==> src/shared/ctm_pkg.sv <==
// shared constants for the compact timer mode logic
package ctm_pkg;
	localparam int          CNT_W            = 10;
	localparam int          COMPARE_P_VALUE_W           = 3;
	localparam logic [11:0] ADDR_CONTROL     = 12'h000;
	localparam logic [11:0] ADDR_COMPARE_A   = 12'h004;
	localparam logic [11:0] ADDR_COMPARE_P   = 12'h008;
	localparam logic [11:0] ADDR_TIMER_ON    = 12'h00C;
	localparam logic [11:0] ADDR_STATUS      = 12'h010;
	localparam logic [11:0] ADDR_COUNT       = 12'h014;
	localparam logic [7:0]  CONTROL_RESET    = 8'h00;
	localparam int          BIT_MODE_HI      = 7;
	localparam int          BIT_MODE_LO      = 6;
	localparam int          BIT_FUNC_HI      = 5;
	localparam int          BIT_FUNC_LO      = 4;
	localparam int          BIT_INIT_LEVEL   = 3;
	localparam int          BIT_INVERT       = 2;
	localparam int          BIT_SWAP         = 1;
	localparam int          BIT_CLEAR_SEL    = 0;
	localparam int          BIT_FLAG_A       = 0;
	localparam int          BIT_FLAG_P       = 1;
	localparam logic [1:0]  MODE_COMPARE     = 2'h0;
	localparam logic [1:0]  MODE_PWM         = 2'h2;
	localparam logic [1:0]  MODE_TIMER       = 2'h3;
	localparam logic [1:0]  FUNC_NONE        = 2'h0;
	localparam logic [1:0]  FUNC_LOW         = 2'h1;
	localparam logic [1:0]  FUNC_HIGH        = 2'h2;
	localparam logic [1:0]  FUNC_TOGGLE      = 2'h3;
	localparam logic [1:0]  PWM_INACTIVE     = 2'h0;
	localparam logic [1:0]  PWM_ACTIVE       = 2'h1;
	localparam logic [1:0]  PWM_WAVE         = 2'h2;
endpackage : ctm_pkg

==> src/verilog/ctm_timer.sv <==
// compact 10-bit timer: mode, output and clear logic with apb registers
//
// Our own choices: the APB register port and the register addresses.
`timescale 1ns/1ps
`default_nettype none
module ctm_timer #(
	parameter int CW = ctm_pkg::CNT_W,
	parameter int PW = ctm_pkg::COMPARE_P_VALUE_W
) (
	input  wire logic        i_clock,
	input  wire logic        i_rstn,
	input  wire logic        i_tick,
	input  wire logic        i_psel,
	input  wire logic        i_penable,
	input  wire logic        i_pwrite,
	input  wire logic [11:0] i_paddr,
	input  wire logic [31:0] i_pwdata,
	output logic      [31:0] o_prdata,
	output logic             o_pready,
	output logic             o_pslverr,
	output logic             o_timer_output_0,
	output logic             o_timer_output_1,
	output logic             o_output_enable
);
	import ctm_pkg::*;

	logic [7:0]    timer_mode_output_control;
	logic [CW-1:0] compare_a_value;
	logic [PW-1:0] compare_p_value;
	logic          timer_on;
	logic          timer_on_d;
	logic          match_a_flag;
	logic          match_p_flag;
	logic [CW-1:0] count;
	logic          pin_level;
	logic          pwm_level;

	logic [1:0] mode;
	logic [1:0] func;
	logic       init_level;
	logic       invert;
	logic       swap;
	logic       clear_sel;
	logic       is_pwm;
	logic       hit_a;
	logic       hit_p;
	logic       at_max;
	logic       period_hit;
	logic       duty_hit;
	logic       clear_now;
	logic       set_a;
	logic       set_p;
	logic       on_rise;
	logic       step;
	logic [CW:0] period_len;
	logic [CW:0] duty_len;
	logic       full_duty;
	logic       next_pin;
	logic       bus_wr;
	logic       bus_rd;
	logic       addr_ok;
	logic [31:0] next_prdata;

	// comparator P span in counter clocks; a zero word stands for the full span
	function automatic logic [CW:0] p_span(input logic [PW-1:0] p);
		if (p == '0)
			p_span = (CW + 1)'(1) << CW;
		else
			p_span = (CW + 1)'(p) << (CW - PW);
	endfunction : p_span

	assign mode       = {timer_mode_output_control[BIT_MODE_HI],
				timer_mode_output_control[BIT_MODE_LO]};
	assign func       = {timer_mode_output_control[BIT_FUNC_HI],
				timer_mode_output_control[BIT_FUNC_LO]};
	assign init_level = timer_mode_output_control[BIT_INIT_LEVEL];
	assign invert     = timer_mode_output_control[BIT_INVERT];
	assign swap       = timer_mode_output_control[BIT_SWAP];
	assign clear_sel  = timer_mode_output_control[BIT_CLEAR_SEL];
	// mode 01 decodes as none of the three and only holds the pins
	assign is_pwm     = (mode == MODE_PWM);

	// comparators look at count + 1, the value the count is about to step to
	assign step    = timer_on && timer_on_d && i_tick;
	assign on_rise = timer_on && !timer_on_d;
	assign at_max  = (count == {CW{1'b1}});
	// compare A of zero matches at the wrap from 3FF
	assign hit_a   = step && (count + 1'b1 == compare_a_value);
	// P matches only the first count of its block, so the flag pulses once
	assign hit_p   = step && (compare_p_value != '0) &&
			(count + 1'b1 == CW'(compare_p_value) << (CW - PW));

	// period register chosen by swap; P zero means full counter span
	assign period_len = swap ? {1'b0, compare_a_value}
			: p_span(compare_p_value);
	assign duty_len   = swap ? p_span(compare_p_value)
			: {1'b0, compare_a_value};
	assign full_duty  = (duty_len >= period_len);
	assign period_hit = swap ? hit_a : (hit_p || (compare_p_value == '0 && step && at_max));
	assign duty_hit   = swap ? hit_p : hit_a;

	// pwm ignores clear select; the period register alone restarts it
	always_comb
	begin
		if (is_pwm)
			clear_now = period_hit;
		else if (clear_sel)
			clear_now = hit_a || (step && at_max);
		else
			clear_now = hit_p || (step && at_max && compare_p_value == '0);
	end

	// a zero compare A word still clears at overflow but raises no flag
	assign set_a = hit_a && (compare_a_value != '0);
	assign set_p = hit_p && (is_pwm || !clear_sel);

	// a rise of timer_on beats a match in the same cycle
	always_comb
	begin
		next_pin = pin_level;
		if (on_rise)
			next_pin = init_level;
		else if (set_a)
		begin
			unique case (func)
				FUNC_NONE:   next_pin = pin_level;
				FUNC_LOW:    next_pin = 1'b0;
				FUNC_HIGH:   next_pin = 1'b1;
				FUNC_TOGGLE: next_pin = !pin_level;
			endcase
		end
	end

	// delay starts low like timer_on, so reset leaves no false rise
	always_ff @(posedge i_clock or negedge i_rstn)
	begin
		if (!i_rstn)
			timer_on_d <= 1'b0;
		else
			timer_on_d <= timer_on;
	end

	// counter only cleared by timer_on rise, a selected match or overflow
	always_ff @(posedge i_clock or negedge i_rstn)
	begin
		if (!i_rstn)
			count <= '0;
		else if (on_rise)
			count <= '0;
		else if (clear_now)
			count <= '0;
		else if (step)
			count <= count + 1'b1;
	end

	// compare- and timer-mode pin state; a timer_on rise loads init_level, then only comparator A moves it
	always_ff @(posedge i_clock or negedge i_rstn)
	begin
		if (!i_rstn)
			pin_level <= 1'b0;
		else if (mode == MODE_COMPARE || mode == MODE_TIMER)
			pin_level <= next_pin;
	end

	// pwm wave in active terms: active after period clear, inactive at duty match
	always_ff @(posedge i_clock or negedge i_rstn)
	begin
		if (!i_rstn)
			pwm_level <= 1'b0;
		else if (on_rise || period_hit)
			pwm_level <= 1'b1;
		else if (duty_hit && !full_duty)
			pwm_level <= 1'b0;
	end

	// drive the pins; undefined codes keep the last level
	always_ff @(posedge i_clock or negedge i_rstn)
	begin
		if (!i_rstn)
		begin
			o_timer_output_0 <= 1'b0;
			o_timer_output_1 <= 1'b1;
			o_output_enable  <= 1'b0;
		end
		else
		begin
			unique case (mode)
				MODE_COMPARE:
				begin
					o_timer_output_0 <= next_pin ^ invert;
					o_timer_output_1 <= !(next_pin ^ invert);
					o_output_enable  <= 1'b1;
				end
				MODE_PWM:
				begin
					o_output_enable <= 1'b1;
					if (func != FUNC_TOGGLE)
					begin
						// active level is init_level, so xor maps active->pin
						o_timer_output_0 <= ((func == PWM_ACTIVE) ||
							(func == PWM_WAVE && (pwm_level || full_duty))) ^
							!init_level ^ invert;
						o_timer_output_1 <= !(((func == PWM_ACTIVE) ||
							(func == PWM_WAVE && (pwm_level || full_duty))) ^
							!init_level ^ invert);
					end
				end
				// timer mode frees the pin; the last level is kept for a switch back
				MODE_TIMER:
					o_output_enable <= 1'b0;
				default:
					o_output_enable <= o_output_enable;
			endcase
		end
	end

	// unaligned or unmapped addresses answer with an error
	assign addr_ok = (i_paddr == ADDR_CONTROL) || (i_paddr == ADDR_COMPARE_A) ||
			(i_paddr == ADDR_COMPARE_P) || (i_paddr == ADDR_TIMER_ON) ||
			(i_paddr == ADDR_STATUS) || (i_paddr == ADDR_COUNT);
	assign bus_wr  = i_psel && i_penable && i_pwrite && o_pready;
	assign bus_rd  = i_psel && !i_penable && !i_pwrite;

	// words take effect at once; software stops the timer before reshaping it
	always_ff @(posedge i_clock or negedge i_rstn)
	begin
		if (!i_rstn)
			timer_mode_output_control <= CONTROL_RESET;
		else if (bus_wr && i_paddr == ADDR_CONTROL)
			timer_mode_output_control <= i_pwdata[7:0];
	end

	always_ff @(posedge i_clock or negedge i_rstn)
	begin
		if (!i_rstn)
			compare_a_value <= '0;
		else if (bus_wr && i_paddr == ADDR_COMPARE_A)
			compare_a_value <= i_pwdata[CW-1:0];
	end

	always_ff @(posedge i_clock or negedge i_rstn)
	begin
		if (!i_rstn)
			compare_p_value <= '0;
		else if (bus_wr && i_paddr == ADDR_COMPARE_P)
			compare_p_value <= i_pwdata[PW-1:0];
	end

	always_ff @(posedge i_clock or negedge i_rstn)
	begin
		if (!i_rstn)
			timer_on <= 1'b0;
		else if (bus_wr && i_paddr == ADDR_TIMER_ON)
			timer_on <= i_pwdata[0];
	end

	// flags: write one to clear; a new match in the same cycle wins
	always_ff @(posedge i_clock or negedge i_rstn)
	begin
		if (!i_rstn)
			match_a_flag <= 1'b0;
		else if (set_a)
			match_a_flag <= 1'b1;
		else if (bus_wr && i_paddr == ADDR_STATUS && i_pwdata[BIT_FLAG_A])
			match_a_flag <= 1'b0;
	end

	always_ff @(posedge i_clock or negedge i_rstn)
	begin
		if (!i_rstn)
			match_p_flag <= 1'b0;
		else if (set_p)
			match_p_flag <= 1'b1;
		else if (bus_wr && i_paddr == ADDR_STATUS && i_pwdata[BIT_FLAG_P])
			match_p_flag <= 1'b0;
	end

	// read word chosen in setup so it stands through the access cycle
	always_comb
	begin
		next_prdata = o_prdata;
		if (bus_rd)
		begin
			unique case (1'b1)
				i_paddr == ADDR_CONTROL:   next_prdata = {24'h000000, timer_mode_output_control};
				i_paddr == ADDR_COMPARE_A: next_prdata = 32'(compare_a_value);
				i_paddr == ADDR_COMPARE_P: next_prdata = 32'(compare_p_value);
				i_paddr == ADDR_TIMER_ON:  next_prdata = 32'(timer_on);
				i_paddr == ADDR_STATUS:    next_prdata = {30'h00000000, match_p_flag, match_a_flag};
				i_paddr == ADDR_COUNT:     next_prdata = 32'(count);
				default:                   next_prdata = '0;
			endcase
		end
	end

	// no wait state: data latched in setup, ready in first access cycle
	always_ff @(posedge i_clock or negedge i_rstn)
	begin
		if (!i_rstn)
		begin
			o_prdata  <= '0;
			o_pready  <= 1'b0;
			o_pslverr <= 1'b0;
		end
		else
		begin
			o_pready  <= i_psel && !i_penable;
			o_pslverr <= i_psel && !i_penable && !addr_ok;
			o_prdata  <= next_prdata;
		end
	end
endmodule : ctm_timer
`default_nettype wire

==> config.mk <==
export PLATFORM = sky130hd
export DESIGN_NAME = ctm_timer
export DESIGN_NICKNAME = d
export VERILOG_FILES = /design/src/shared/ctm_pkg.sv /design/src/verilog/ctm_timer.sv
export SDC_FILE = /design/constraint.sdc
export NUM_CORES = 1
export LEC_CHECK = 0
export BUFFER_PORTS_ARGS = -buffer_cell sky130_fd_sc_hd__buf_2
export CORE_MARGIN = 10
export CORE_UTILIZATION = 49
export CTS_CLUSTER_DIAMETER = 150
export DETAILED_ROUTE_END_ITERATION = 8
export PLACE_DENSITY = 0.77
export SETUP_SLACK_MARGIN = 0.02
export SLEW_MARGIN = 20
export SYNTH_ARGS = -nofsm -noshare
export SYNTH_HDL_FRONTEND = slang
export SYNTH_SLANG_ARGS = --single-unit
==> constraint.sdc <==
create_clock -name i_clock -period 3.1 [get_ports i_clock]
set_clock_uncertainty 0.2 [all_clocks]
set_input_delay 0.31 -clock i_clock [delete_from_list [all_inputs] [get_ports i_clock]]
set_output_delay 0.31 -clock i_clock [all_outputs]
set_load 0.03 [all_outputs]
==> results of run 1 <==
report_power, final:
group | total [mW] | internal (mW) | switching (mW)
Sequential | 0.682 | 0.680 | 0.00124
Combinational | 0.105 | 0.0250 | 0.0804
Clock | 0.504 | 0.245 | 0.258
Total | 1.29 | 0.951 | 0.340
synth_stat cells, types with 3 or more instances:
library cell	count
nand3_2	3
nor2b_1	6
buf_2	4
mux2i_1	15
a21oi_1	15
nor4_1	5
nand3_1	4
buf_1	3
o211ai_1	4
xor2_1	5
buf_4	28
nor3_1	10
mux2_2	22
o31ai_1	10
nor2_1	29
nand2b_1	8
buf_6	4
xnor2_1	14
ha_1	9
a31oi_1	3
nand2_1	42
inv_1	6
or4_1	6
dfrtp_1	51
o21ai_0	14
nand4_1	5
and3_1	5
or3_1	6
clkbuf_1	8
state kept, by name, indices dropped and copies added (netlist names), 3 cells and up:
name,count
compare_a_value,10
compare_p_value,3
count,10
o_prdata,10
timer_mode_output_control,8
cells by family after synthesis:
kind of cell / synth area share [%]
flip-flops: 35.30
AO/OA/AOI/OAI: 13.26
other: 0.1016
XOR/XNOR: 5.154
multiplexers: 12.00
buffers and inverters: 9.325
AND/OR/NAND/NOR: 21.80
adder cells (fa/ha/maj): 3.052
worst max path at each step:
stage / slack (ps) / endpoint
floorplan: 120 / o_timer_output_0
CTS: 70 / o_timer_output_0
detailed placement: 110 / o_timer_output_0
global placement: 180 / o_timer_output_0
finish: 150 / o_timer_output_0
global route: -4 / o_timer_output_0
timing repair:
item,in CTS,in global routing
setup buffers,0,2
endpoints found under the setup margin,0,10
hold endpoints to repair,17,0
hold buffers,2,0
resized for setup,0,4
metal layers:
metal / wire length, um / GRT usage (%)
met3: 743 / 4.551
met2: 4833 / 28.71
met4: 269 / 6.286
met1: 3907 / 20.17
met5: 0 / 0
cell type report:
class	instances	area, um2
well taps	99	123.9
repair buffers	57	327.8
fillers	676	3262
multi-input cells	307	2137
inverters	6	22.52
clock inverters	3	46.29
clock buffers	5	68.82
flip-flops and latches	52	1304
==> results.md, run 1 <==
* N_diodes at 0
* Setup_tns at 0 ps
* Mapped Cells at 392
* CTS Sinks at 52
* Critical path class: flip-flop to flip-flop
* Leading area contributor after synthesis: dfrtp_1
* PwrDens at 320.3 nW/um2
* Final nets at 488
* Period utilization at 95.14%
* Total GRT Usage at 16.97%
* R2r setup slk at 150 ps
* Worst Min Path Start: i_pwdata[8]
* Worst-path clk slew at 100 ps
* Gr ovfl total at 0
* Placed inst area at 3864 um2
* CTS Buffer Depth at 2
* Startpoint Class: flip-flop
* First-pass GRT wire length at 15840 um
* PortBufs at 42
* Die area at 11400 um2
* Slew Viols, Final at 0
* Setup violations, final at 0
* Number of synthesized flops with an enable pin at 0
* Largest net degree at the start of global routing at 37
* Crit. Startpoint: timer_mode_output_control[1]
* Most common cell after layout, fill and taps aside: dfrtp_1
* WP data arrival at 3010 ps
* Yosys warning count at 0
* Reg2Reg Capture Point: o_timer_output_0
* Crit-path cells: buf_4 > mux2_2 > ha_1 > a21oi_1 > a21oi_1 > o311a_1 > a211oi_2 > mux2i_1 > o2111a_1
* Cell class contributing the biggest share of worst-path delay: compound AO/OA/AOI/OAI gates
* CP most frequent cell: a21oi_1
* Hold WS at 17.90 ps
* Most frequent cells in the layout: 50 x dfrtp_1, 42 x nand2_1, 42 x buf_2
* VDD IR max at 0.0002469 V
* Sequential area share after synthesis at 35.30%
* Routability congestion estimate at 0.9120
* Crit-path max FO at 13
* TritonCTS Buffers at 5
* Worst rel slew slack at 57.34%
* Async SR Flop Fraction at 100.0%
* Drt pass-1 iters at 5
* Worst path bufs/invs at 1
* DR DRC count at 0
* Final instance area at 4030 um2
* Placement Setup Slack at 112.1 ps
* Worst r2r path cells at 9
* Post-DR wirelength/cell at 18.43 um
* CTS tree: done
* Skew-Pair Late Insertion Delay at 320 ps
* Antenna-violating nets left at 0
* Layout area overhead at 9.224%
* Share of post-route cells with drive strength above 1 at 24.42%
* Total Wirelength at 9752 um
* Max-cap violations at 0
* Vias in the first global route at 3094
* Total power at 1.291 mW
* Rows at 31
* DP Cell Count at 517
* Launch point of the worst reg-to-reg path: timer_mode_output_control[1]
* Via count at 3110
* Clock Root Buffer: clkbuf_8
* Outcome: finished, final reports clean
* Yosys reg bits at 52
* Total core area at 7292 um2
* Hpwl dp at 7282 um
* Synthesized area per cell at 9.413 um2
* Mapped cell area at 3690 um2
* Lkg Pwr at 1.849 nW
* Crit path max-delay cell type: dfrtp_1
* Final worst slack at 150.7 ps
* Worst hold endpoint: compare_a_value[8]
* Final Hold Fails at 0
* Die Wd at 106.8 um
* Vias per inst at 5.879
* Critical Path Sink Type: flip-flop
* Max incr delay on CP at 420 ps
* Predominant post-synthesis flop cell: dfrtp_1
* CTS H-tree depth at 2
* Non-Filler Instances at 529
* Final Util at 55.27%
* Max Fclk at 339.1 MHz
* Critical path required time at 3160 ps
* Die H at 106.8 um
* Distinct cell type count after synthesis at 71
* Antenna violations before repair at 0
* Minimum clock period at 2949 ps
* Initial Utilization at 50.60%
* Yosys top cell area share at 34.59%
* DRT iter0 DRCs at 221
* IO Pins at 87
* Levels on crit path at 9
* Worst min-delay path class: input port to flip-flop
* Dominant cells by area after synthesis: dfrtp_1 35%, mux2_2 6.7%, buf_4 5.7%, nand2_1 4.3%, mux2i_1 4.1%
* Worst slew pin tran at 639.8 ps
* Hold depth at 2
No activity file was read; power rests on OpenSTA's default activity.
==> run 2: changes to the inputs <==
--- a/config.mk
+++ b/config.mk
@@ -5,6 +5,7 @@
 export SDC_FILE = /design/constraint.sdc
 export NUM_CORES = 1
 export LEC_CHECK = 0
+export ABC_AREA = 1
 export BUFFER_PORTS_ARGS = -buffer_cell sky130_fd_sc_hd__buf_2
 export CORE_MARGIN = 10
 export CORE_UTILIZATION = 49
==> results.md, run 2 <==
* Outcome: finished with violations
* Failing checks: hold timing
* Worst-path clk slew at 90 ps (about the same)
* First-pass GRT wire length at 15430 um (-2.6%)
* Synth top cells by count: 156 x nand2_1, 61 x inv_1, 51 x dfrtp_1
* Post-Synth Simple-Gate Area at 34.18% (+12 points)
* Predominant post-synthesis flop cell: dfrtp_1
* IO Pins at 87 (unchanged)
* Async SR Flop Fraction at 100.0% (unchanged)
* Die H at 104.4 um (-2.2%)
* Rows at 30 (-3.2%)
* Setup_tns at 0 ps (unchanged)
* DR DRC count at 0 (unchanged)
* Die area at 10900 um2 (-4.4%)
* Final Util at 56.07% (+0.80 points)
* Most common cell after layout, fill and taps aside: nand2_1
* Placement Setup Slack at 443.9 ps (+331.8 ps)
* Worst min-delay path class: input port to flip-flop
* Largest family of logic cells by synthesized area: simple AND/OR/NAND/NOR gates
* Share of post-route cells with drive strength above 1 at 15.96% (-8.5 points)
* Yosys top cell area share at 36.55% (+2.0 points)
* Dominant cells by area after synthesis: dfrtp_1 37%, nand2_1 17%, o21ai_0 7.2%, inv_1 6.6%, nand3_1 5.9%
* PwrDens at 311.4 nW/um2 (-2.8%)
* Post-DR wirelength/cell at 14.57 um (-21%)
* Number of synthesized flops with an enable pin at 0 (unchanged)
* Initial Utilization at 50.84% (+0.24 points)
* Post CTS Setup Buffer Count at 0 (unchanged)
* N_diodes at 0 (unchanged)
* Top flop regs: compare_a_value x10, count x10, o_prdata x10
* Final instance area at 3851 um2 (-4.4%)
* Most common cell in the netlist: nand2_1
* Yosys reg bits at 52 (unchanged)
* TritonCTS Buffers at 5 (unchanged)
* Launch point of the worst reg-to-reg path: count[0]
* Sequential area share after synthesis at 37.30% (+2.0 points)
* Vias in the first global route at 3161 (+2.2%)
* Xor and xnor fraction of the mapped netlist area at 1.003% (-4.2 points)
* Antenna-violating nets left at 0 (unchanged)
* Final worst slack at 386.3 ps (+235.6 ps)
* Worst r2r path cells at 10 (+1)
* CTS H-tree depth at 2 (unchanged)
* Distinct cell type count after synthesis at 33 (-54%)
* Synthesized area per cell at 7.012 um2 (-26%)
* Worst rel slew slack at 48.90% (-8.4 points)
* Hold depth at 2 (unchanged)
* Mapped cell area at 3492 um2 (-5.4%)
* Placed inst area at 3747 um2 (-3.0%)
* Final nets at 603 (+24%)
* Non-Filler Instances at 641 (+21%)
* Total core area at 6869 um2 (-5.8%)
* VDD IR max at 0.0002512 V (+1.8%)
* Die Wd at 104.4 um (-2.2%)
* Crit. Startpoint: count[0]
* Critical path required time at 3100 ps (-60 ps)
* Critical Path Sink Type: flip-flop
* Lkg Pwr at 1.831 nW (-1.0%)
* Hold WS at -5.573 ps (-23.47 ps)
* CTS resizes at 0 (unchanged)
* Adder-Cell Fraction of Synth Area at 3.225% (+0.17 points)
* Routability congestion estimate at 0.9799 (+7.4%)
* Via count at 3311 (+6.5%)
* Mapped Cells at 498 (+27%)
* Worst slew pin tran at 766.6 ps (+126.7 ps)
* Vias per inst at 5.165 (-12%)
* CTS Buffer Depth at 2 (unchanged)
* Max Fclk at 368.5 MHz (+8.7%)
* Minimum clock period at 2714 ps (-235.6 ps)
* Most frequent cells in the layout: 156 x nand2_1, 61 x inv_1, 51 x dfrtp_1
* Leading area contributor after synthesis: dfrtp_1
* Final Hold Fails at 2 (+2)
* Post-synthesis mux area share at 0% (-12 points)
* Clock Root Buffer: clkbuf_8
* WP data arrival at 2710 ps (-300 ps)
* Crit-path max FO at 10 (-3)
* Period utilization at 87.54% (-7.6 points)
* DRT iter0 DRCs at 265 (+20%)
* DP Cell Count at 632 (+22%)
* Drt pass-1 iters at 6 (+1)
* Yosys warning count at 0 (unchanged)
* Compound-Gate Fraction of Synth Area at 11.72% (-1.5 points)
* Setup violations, final at 0 (unchanged)
* Total power at 1.199 mW (-7.1%)
* Skew-Pair Late Insertion Delay at 310 ps (about the same)
* Critical path class: flip-flop to flip-flop
* Unrepaired setup endpoints after global routing: false
* CTS Sinks at 52 (unchanged)
* Gr ovfl total at 0 (unchanged)
* Max-cap violations at 0 (unchanged)
* CTS hold repair buffers at 1 (-1)
* PortBufs at 42 (unchanged)
* Worst Min Path Start: i_penable
* Largest net degree at the start of global routing at 35 (-5.4%)
* Slew Viols, Final at 0 (unchanged)
* Antenna violations before repair at 0 (unchanged)
* Startpoint Class: flip-flop
* Total Wirelength at 9339 um (-4.2%)
* CTS tree: done
* Layout area overhead at 10.28%
* Total GRT Usage at 16.89% (-0.085 points)
* Hpwl dp at 7413 um (+1.8%)
-- run 2: cell types whose count changed in the layout (fill, tap and decap cells not counted), moves of 13 or more --
| cell | change |
|---|---|
| xnor2_1 | -13 |
| o21ai_0 | +36 |
| mux2i_1 | -15 |
| inv_1 | +55 |
| nor2_2 | +15 |
| nand3_1 | +37 |
| mux2_2 | -22 |
| nand2_1 | +114 |
-- run 2: final timing paths --
path | slack [ps] | to
setup / recovery | 390 | count[1]
hold / removal | -6 | o_pready
setup reg to reg | 390 | count[1]
hold reg to reg | 270 | timer_on_d
max in group asynchronous | 1500 | o_timer_output_1
min in group asynchronous | 400 | count[3]
-- run 2: cell type report --
| cell class | count | area [um2] |
|---|---|---|
| Tap cell | 96 | 120.1 |
| Timing Repair Buffer | 49 | 265.3 |
| Clock inverter | 1 | 7.507 |
| Clock buffer | 7 | 86.33 |
| Inverter | 63 | 236.5 |
| Sequential cell | 52 | 1303 |
| Multi-Input combinational cell | 373 | 1833 |
| Fill cell | 705 | 3018 |
-- run 2: logic make-up after synthesis --
| kind of cell | count (synthesis) |
|---|---|
| AOI/OAI and AO/OA | 70 |
| xor gates and xnor gates | 4 |
| adders and majority gates | 9 |
| buffers and inverters | 94 |
| DFF | 52 |
| other | 1 |
| and+or+nand+nor | 268 |
-- run 2: power breakdown --
part	internal (mW)	switching, mW
Sequential	0.681	0.00137
Combinational	0.0212	0.0765
Clock	0.182	0.237
-- run 2: metal layers --
metal | wire (um) | track usage (%) | up-vias
li1 | - | - | 1650
met1 | 4060 | 21.16 | 1561
met2 | 4607 | 29.01 | 89
met3 | 557 | 2.912 | 11
met4 | 114 | 4.374 | 0
met5 | 0 | 0 | -
-- run 2: worst max-delay path, cell delays in order, from the launching register on --
cell and delay [ps]:
dfrtp_1 540, ha_1 310, nand3_1 120, clkinv_1 90, nand3_1 110, nor3_1 360, nand4_1 250, a31oi_4 260
nand2_2 80, nand3_4 220, nor2_2 50
